[config.mk]
export PLATFORM = sky130hd
export DESIGN_NAME = fdac_top
export DESIGN_NICKNAME = d
export VERILOG_FILES = /design/src/fdac_pkg.sv /design/src/fdac_top.sv
export SDC_FILE = /design/constraint.sdc
export NUM_CORES = 1
export LEC_CHECK = 0
export ABC_CLOCK_PERIOD_IN_PS = 1100
export BUFFER_PORTS_ARGS = -buffer_cell sky130_fd_sc_hd__buf_2
export CORE_MARGIN = 1.5
export CORE_UTILIZATION = 41
export DETAILED_ROUTE_END_ITERATION = 8
export PLACE_DENSITY = 0.79
export SLEW_MARGIN = 30
export SYNTH_ARGS = -nofsm -noshare
export SYNTH_HDL_FRONTEND = slang
export SYNTH_SLANG_ARGS = --single-unit
[constraint.sdc]
create_clock -name clk -period 1.1 [get_ports clk]
set_clock_uncertainty 0.2 [all_clocks]
set_input_delay 0.22 -clock clk [delete_from_list [all_inputs] [get_ports clk]]
set_output_delay 0.22 -clock clk [all_outputs]
set_load 0.01 [all_outputs]
[src/fdac_pkg.sv]
// Package: addresses, field positions and reset values for the diskette adapter control block
package fdac_pkg;

  localparam logic [9:0] FDAC_ADDR_DRIVE_CONTROL = 10'h03f2;
  localparam logic [9:0] FDAC_ADDR_MAIN_STATUS   = 10'h03f4;
  localparam logic [9:0] FDAC_ADDR_DATA_PORT     = 10'h03f5;

  localparam int unsigned FDAC_BIT_SEL0   = 0;
  localparam int unsigned FDAC_BIT_SEL1   = 1;
  localparam int unsigned FDAC_BIT_RUN    = 2;
  localparam int unsigned FDAC_BIT_REQEN  = 3;
  localparam int unsigned FDAC_BIT_MOTOR0 = 4;
  localparam int unsigned FDAC_BIT_MOTOR1 = 5;

  localparam logic [5:0] FDAC_DRIVE_CONTROL_RST = 6'h00;
  localparam logic [7:0] FDAC_BYTE_RST          = 8'h00;

  // Host I/O bus cycle as seen by the block
  typedef struct packed {
    logic [9:0] addr;
    logic       rd;
    logic       wr;
    logic [7:0] wdata;
  } fdac_io_req_t;

  // Per-drive cable outputs
  typedef struct packed {
    logic select;
    logic motor;
  } fdac_drive_t;

endpackage : fdac_pkg

[src/fdac_top.sv]
// Diskette adapter control: drive control register, core port decode and request gating
`timescale 1ns/10ps

////////////////////////////////////////////////////////////////////////////////
module fdac_top
  import fdac_pkg::*;
(
  // Clock, reset, enable
  input  wire  logic                clk,
  input  wire  logic                rstn,
  input  wire  logic                clk_en,
  // Host I/O bus, same clock domain
  input  wire  fdac_pkg::fdac_io_req_t io_req,
  output logic [7:0]                io_rdata,
  output logic                      io_rdata_oe,
  // Controller core register access
  input  wire  logic [7:0]          core_status,
  input  wire  logic [7:0]          core_data_rd,
  output logic                      core_data_rd_stb,
  output logic                      core_data_wr_stb,
  output logic [7:0]                core_data_wdata,
  output logic                      core_run_n_hold,
  // Controller core requests, gated onto the bus
  input  wire  logic                core_irq,
  input  wire  logic                core_drq,
  output logic                      bus_irq,
  output logic                      bus_irq_oe,
  output logic                      bus_drq,
  output logic                      bus_drq_oe,
  // Drive cable
  output fdac_pkg::fdac_drive_t     first_drive,
  output fdac_pkg::fdac_drive_t     second_drive
);
  import fdac_pkg::*;

  ////////////////////////////////////////////////////////////////////////////////
  // Decode

  function automatic logic hit(input logic [9:0] a, input logic [9:0] ref_addr);
    hit = (a == ref_addr);
  endfunction : hit

  // Select decode shared by both drive outputs: a code picks a drive only with its motor on
  function automatic logic pick(input logic [5:0] dc, input int unsigned motor_bit,
                                input logic [1:0] code);
    logic [1:0] sel;
    sel  = {dc[FDAC_BIT_SEL1], dc[FDAC_BIT_SEL0]};
    pick = dc[motor_bit] && (sel == code);
  endfunction : pick

  logic rd_status;
  logic rd_data;
  logic wr_data;
  logic wr_ctrl;
  logic rd_ctrl;

  // Full ten-bit match, so no alias of the three ports answers elsewhere in the I/O map
  assign rd_status = io_req.rd && hit(io_req.addr, FDAC_ADDR_MAIN_STATUS);
  assign rd_data   = io_req.rd && hit(io_req.addr, FDAC_ADDR_DATA_PORT);
  assign wr_data   = io_req.wr && hit(io_req.addr, FDAC_ADDR_DATA_PORT);
  assign wr_ctrl   = io_req.wr && hit(io_req.addr, FDAC_ADDR_DRIVE_CONTROL);
  assign rd_ctrl   = io_req.rd && hit(io_req.addr, FDAC_ADDR_DRIVE_CONTROL);

  ////////////////////////////////////////////////////////////////////////////////
  // Drive control register, only bits 5:0 are stored

  logic [5:0] drive_control_ff;

  always_ff @(posedge clk or negedge rstn) begin
    if (!rstn) begin
      drive_control_ff <= FDAC_DRIVE_CONTROL_RST;
    end else if (clk_en && wr_ctrl) begin
      drive_control_ff <= io_req.wdata[5:0];
    end
  end

  ////////////////////////////////////////////////////////////////////////////////
  // Next output values

  logic       nxt_sel_first;
  logic       nxt_sel_second;
  logic       nxt_run;
  logic       nxt_reqen;
  logic       nxt_irq;
  logic       nxt_drq;
  logic [5:0] nxt_dc;
  logic [7:0] nxt_rdata;

  // Use the value being written so outputs follow the register with one flop of delay only
  assign nxt_dc = (clk_en && wr_ctrl) ? io_req.wdata[5:0] : drive_control_ff;

  // Codes 10 and 11 select no drive
  assign nxt_sel_first  = pick(nxt_dc, FDAC_BIT_MOTOR0, 2'h0);
  assign nxt_sel_second = pick(nxt_dc, FDAC_BIT_MOTOR1, 2'h1);

  assign nxt_run   = nxt_dc[FDAC_BIT_RUN];
  assign nxt_reqen = nxt_dc[FDAC_BIT_REQEN];
  assign nxt_irq   = nxt_reqen && core_irq;
  assign nxt_drq   = nxt_reqen && core_drq;

  // Read data is zero when nothing is read, so a stale byte never rides the bus
  always_comb begin
    nxt_rdata = FDAC_BYTE_RST;
    if (rd_status) begin
      nxt_rdata = core_status;
    end else if (rd_data) begin
      nxt_rdata = core_data_rd;
    end
  end

  ////////////////////////////////////////////////////////////////////////////////
  // Drive cable outputs

  // A drive is never selected without its motor, so a stray code cannot step a stopped drive
  always_ff @(posedge clk or negedge rstn) begin
    if (!rstn) begin
      first_drive  <= '0;
      second_drive <= '0;
    end else if (clk_en) begin
      first_drive.motor   <= nxt_dc[FDAC_BIT_MOTOR0];
      second_drive.motor  <= nxt_dc[FDAC_BIT_MOTOR1];
      first_drive.select  <= nxt_sel_first;
      second_drive.select <= nxt_sel_second;
    end
  end

  ////////////////////////////////////////////////////////////////////////////////
  // Controller core reset hold

  // Low from reset, so the core stays stopped until software sets the run bit
  always_ff @(posedge clk or negedge rstn) begin
    if (!rstn) begin
      core_run_n_hold <= 1'b0;
    end else if (clk_en) begin
      core_run_n_hold <= nxt_run;
    end
  end

  ////////////////////////////////////////////////////////////////////////////////
  // Interrupt request gating

  always_ff @(posedge clk or negedge rstn) begin
    if (!rstn) begin
      bus_irq    <= 1'b0;
      bus_irq_oe <= 1'b0;
    end else if (clk_en) begin
      bus_irq_oe <= nxt_reqen;
      bus_irq    <= nxt_irq;
    end
  end

  ////////////////////////////////////////////////////////////////////////////////
  // DMA request gating

  // The level drops with the driver enable, so a re-enabled driver never shows an old request
  always_ff @(posedge clk or negedge rstn) begin
    if (!rstn) begin
      bus_drq    <= 1'b0;
      bus_drq_oe <= 1'b0;
    end else if (clk_en) begin
      bus_drq_oe <= nxt_reqen;
      bus_drq    <= nxt_drq;
    end
  end

  ////////////////////////////////////////////////////////////////////////////////
  // Core data port strobes

  always_ff @(posedge clk or negedge rstn) begin
    if (!rstn) begin
      core_data_rd_stb <= 1'b0;
      core_data_wr_stb <= 1'b0;
    end else if (clk_en) begin
      core_data_rd_stb <= rd_data;
      core_data_wr_stb <= wr_data;
    end
  end

  ////////////////////////////////////////////////////////////////////////////////
  // Core data port write byte

  // Holds the last byte written so the core may take it after the strobe
  always_ff @(posedge clk or negedge rstn) begin
    if (!rstn) begin
      core_data_wdata <= FDAC_BYTE_RST;
    end else if (clk_en && wr_data) begin
      core_data_wdata <= io_req.wdata;
    end
  end

  ////////////////////////////////////////////////////////////////////////////////
  // Host read enable

  // Reads of the control address leave the bus undriven
  always_ff @(posedge clk or negedge rstn) begin
    if (!rstn) begin
      io_rdata_oe <= 1'b0;
    end else if (clk_en) begin
      io_rdata_oe <= (rd_status || rd_data) && !rd_ctrl;
    end
  end

  ////////////////////////////////////////////////////////////////////////////////
  // Host read data byte

  always_ff @(posedge clk or negedge rstn) begin
    if (!rstn) begin
      io_rdata <= FDAC_BYTE_RST;
    end else if (clk_en) begin
      io_rdata <= nxt_rdata;
    end
  end

endmodule : fdac_top

Word-level counts from Yosys, hierarchy flattened
Index checks and enable logic that the tools add are counted.
Word-level totals
  flip-flop bits (word level): 33
  input bits: 41
  output and inout bits: 28
Cells by class
  equal/unequal tests: 4
  muxes and demuxes: 3
  reduce and logical (&&, ||, !) cells: 15
Operators with widths (count)
  10-bit == test (second input constant): 3
  8-bit 2-to-1 mux: 2
  1-bit logical AND: 12
  6-bit 2-to-1 mux: 1
  2-bit by 1-bit == test with 1-bit output (second input constant): 1
  2-bit logical NOT: 1
  1-bit logical NOT: 1
  1-bit logical OR: 1

Longest topological paths before layout
  depth in word-level cells: 6
  mapped depth: 6
  mapped depth without buffers: 4

Worst setup path after synthesis
No wires, ideal clock.
  path kind: in2reg
  start point: input io_req[10] (netlist name)
  end point: register core_run_n_hold
  setup time: 0.125 ns
  arrival: 1.759 ns
  required time: 0.775 ns
  setup slack: -0.984 ns
  stages: 4
  buffers on the path: 0
  path through: or3b_4 > nor4_4 > mux2_2 > mux2_2
Between the ends
  longest elaborated chain between the ends: 4
Ends and longest elaborated chain
  from (decl): line fdac_top.sv:13  | input wire fdac_pkg::fdac_io_req_t io_req,
  10-bit == test: line fdac_top.sv:40  | hit = (a == ref_addr);
  1-bit logical AND: line fdac_top.sv:61  | assign wr_ctrl = io_req.wr && hit(io_req.addr, FDAC_ADDR_DRIVE_CONTROL);
  1-bit logical AND: line fdac_top.sv:90  | assign nxt_dc = (clk_en && wr_ctrl) ? io_req.wdata[5:0] : drive_control_ff;
  6-bit 2-to-1 mux: line fdac_top.sv:90
  via nxt_dc[2]: line fdac_top.sv:86  | logic [5:0] nxt_dc;
  to (signal assigned): line fdac_top.sv:135  | core_run_n_hold <= nxt_run;
  to (decl): line fdac_top.sv:22  | output logic core_run_n_hold,
The timed path passes the listed nets, and every way through them passes these cells.
A chain may end at the register's enable or synchronous reset.

Worst setup path after layout
  start point: input io_req[13] (netlist name)
  end point: register second_drive[0] (netlist name)
Between the ends
  longest elaborated chain between the ends: 4
Ends and longest elaborated chain
  10-bit == test: line fdac_top.sv:40
  1-bit logical AND: line fdac_top.sv:61
  1-bit logical AND: line fdac_top.sv:90
  6-bit 2-to-1 mux: line fdac_top.sv:90
  via nxt_dc[5]: line fdac_top.sv:86
  to (decl): line fdac_top.sv:32  | output fdac_pkg::fdac_drive_t second_drive
The timed path passes the listed nets, and every way through them passes these cells.

==> metrics.yaml <==
grt_pass1_wl_um: 5890
synth_top_cell_by_area: "dfrtp_1"
intPower_uw: 2090
hold_viol_final: 9
diodes: 0
synth.distinct_cells: 22
grt_use_total_pct: 21.7
yosys_register_bits: 33
synth-seq-area-share_pct: 58.3
drtIter0Drc: 56
grt_start_max_net_pins: 34
via_count: 1362
final_cell_mix: "buf_2, dfrtp_1, buf_4"
drt-total-wl_um: 4530
synth_area_leaders: "dfrtp_1, mux2_2, mux2i_1"
crit_arrival_ns: 1.66
hp-start: "io_req[2]"
die_h_um: 61.8
viasPerCell: 4.93
max_stage_delay_ns: 0.41
netSwitchingFraction_pct: 21.2
crit_path_start: "io_req[13]"
power_leakage_uw: 0.00137
htreeDepth: 2
die_w_um: 61.8
place_hpwl_um: 2800
period_minus_slack_ns: 1.64
setup_tns_ns: -17.43
core_area_mm2: 0.00334
rsz0062_at_grt: "yes"
synthCells: 105
path_cells: "buf_6 -> or3b_4 -> nor4_4 -> buf_6 -> mux2_4 -> mux2_4"
initial_core_util_pct: 42.5
grt-ovfl-total: 0
drv_slew: 0
finalPower_uw: 2660
worst_pin_slew_ns: 0.332
die-area_mm2: 0.00382
clkPwrFrac_pct: 42.2
setup_ws_ns: -0.536
cts_tree: "yes"
antenna_found_initial: 0
seq_power_share_pct: 46.2
path_class: "in2reg"
io-pin-count: 69
firstDrtPassIters: 4
clockBufferDepth: 2
synth_fp_nets: 146
drive_gt1_share_pct: 61.3
rows: 21
insertion_delay_ns: 0.33
clock-sinks: 33
cts_buffers: 5
io_buffers: 68
nNetsFinal: 270
synth_top_area_share_pct: 58.3
yosys_warnings: 0
crit_slowest_cell: "or3b_4"
regArea_um2: 826
synth_area_per_cell_um2: 13.5
nFillCells: 207
area_growth_syn_to_layout_pct: 78.0
worst_hold_slack_ns: -0.0456
critPathMaxFanout: 5
drc: 0
final_common_cell: "buf_2"
cp-end-kind: "register"
ant_nets: 0
grt_pass1_vias: 1339
maxCapViolations: 0
hold_class: "in2reg"
place_congestion: 0.737
critPathLaunchType: "primary input"
relSlewSlack_pct: 77.7
multi_input_area_um2: 638
period_share_pct: 149
cts.clk_slew.worst_paths_ns: 0.11
setup_violations: 61
power.density_mw_per_mm2: 1050
critPathRequiredTime_ns: 1.12
r2r_start: "drive_control_ff[4]$_DFF_PN0_"
violations: "negative hold slack, negative setup slack"
peakVddDrop_mv: 1.00
wl_per_cell_um: 16.4
power.switching_uw: 564
syn_area_mm2: 0.00142
max_freq_mhz: 611
cts_root_buf: "clkbuf_4"
combPwrFrac_pct: 11.7
outcome: "finished with violations"
-- repair_timing --
item                       4_1_cts  5_1_grt
setup endpoints to repair       60       61
buffers inserted                14        9
hold buffers                    16        1
hold endpoints to repair        55       11
cloned                           0        0
pin swaps                        0        3
resized for setup                2       23
-- Yosys cell counts --
master	instances
buf_2	2
inv_1	3
mux2_2	17
and3_1	1
nor4_4	1
nand2_1	6
buf_4	1
o21ai_0	1
nand2b_1	2
nor4_1	2
a21oi_1	1
mux2i_1	11
clkbuf_1	2
a21o_1	1
nor2b_1	2
or3b_4	1
o2bb2ai_1	12
nand4_1	1
a32o_1	1
nand3_1	1
dfrtp_1	33
nor2_1	3
-- path summary, 6_finish.rpt --
check                                                 end  slack, ns  cells after the start
setup / recovery              second_drive[0]$_DFFE_PN0P_      -0.54                      6
hold / removal             core_data_wdata[2]$_DFFE_PN0P_      -0.05                      2
setup reg to reg               first_drive[0]$_DFFE_PN0P_      -0.15                      2
hold reg to reg             drive_control_ff[2]$_DFF_PN0_       0.31                      1
max in group asynchronous         io_rdata[0]$_DFFE_PN0P_       0.35                      3
min in group asynchronous  core_data_wdata[4]$_DFFE_PN0P_       0.17                      3
-- through the flow --
step	worst slack, ns	instance area, um2	util (%)	std cells
after global routing	-0.542	2520	75.6	276
final	-0.536	2520	75.6	276
after floorplan	-0.852	1450	-	105
after global placement	-0.824	1950	58.4	228
after CTS	-0.478	2330	69.8	266
after detailed placement	-0.869	1950	58.4	228
-- state kept, by name, indices dropped and copies added (netlist names), 2 cells and up --
signal,flops
core_data_wdata,8
drive_control_ff,6
first_drive,2
io_rdata,8
second_drive,2
-- critical path, delay by kind of cell --
family,cells,cell delay (ns)
simple gates,2,0.61
buf+inv,2,0.26
mux,2,0.57
-- power groups by stage --
stage	registers [uW]	clock network, uW	logic, uW
2_1_floorplan	1250	0	76.5
3_3_place_gp	1250	0	217
3_5_place_dp	1250	0	227
4_1_cts	1230	1140	281
5_1_grt	1230	1190	334
6_report	1230	1120	311
-- cell families after synthesis --
group           after synthesis  synth area share (%)
flops                        33                  58.3
mux                          28                  21.3
simple gates                 20                  8.56
compound gates               16                  9.36
buf+inv                       8                  2.56
-- final cells by class --
class / instances / area share, %
Clock buffer: 5 / 1.49
Multi-Input combinational cell: 64 / 25.3
Timing Repair Buffer: 122 / 35.2
Tap cell: 46 / 2.28
Inverter: 3 / 0.446
Sequential cell: 33 / 32.7
Clock inverter: 3 / 2.58
-- routing by layer --
| layer | GRT usage (%) | wire [um] | up-vias |
|---|---|---|---|
| li1 | - | - | 626 |
| met1 | 23.9 | 1780 | 678 |
| met2 | 39.7 | 2480 | 50 |
| met3 | 6.21 | 201 | 8 |
| met4 | 7.60 | 79 | 0 |
| met5 | 0 | 0 | - |
Power figures use the tool's default switching activity.
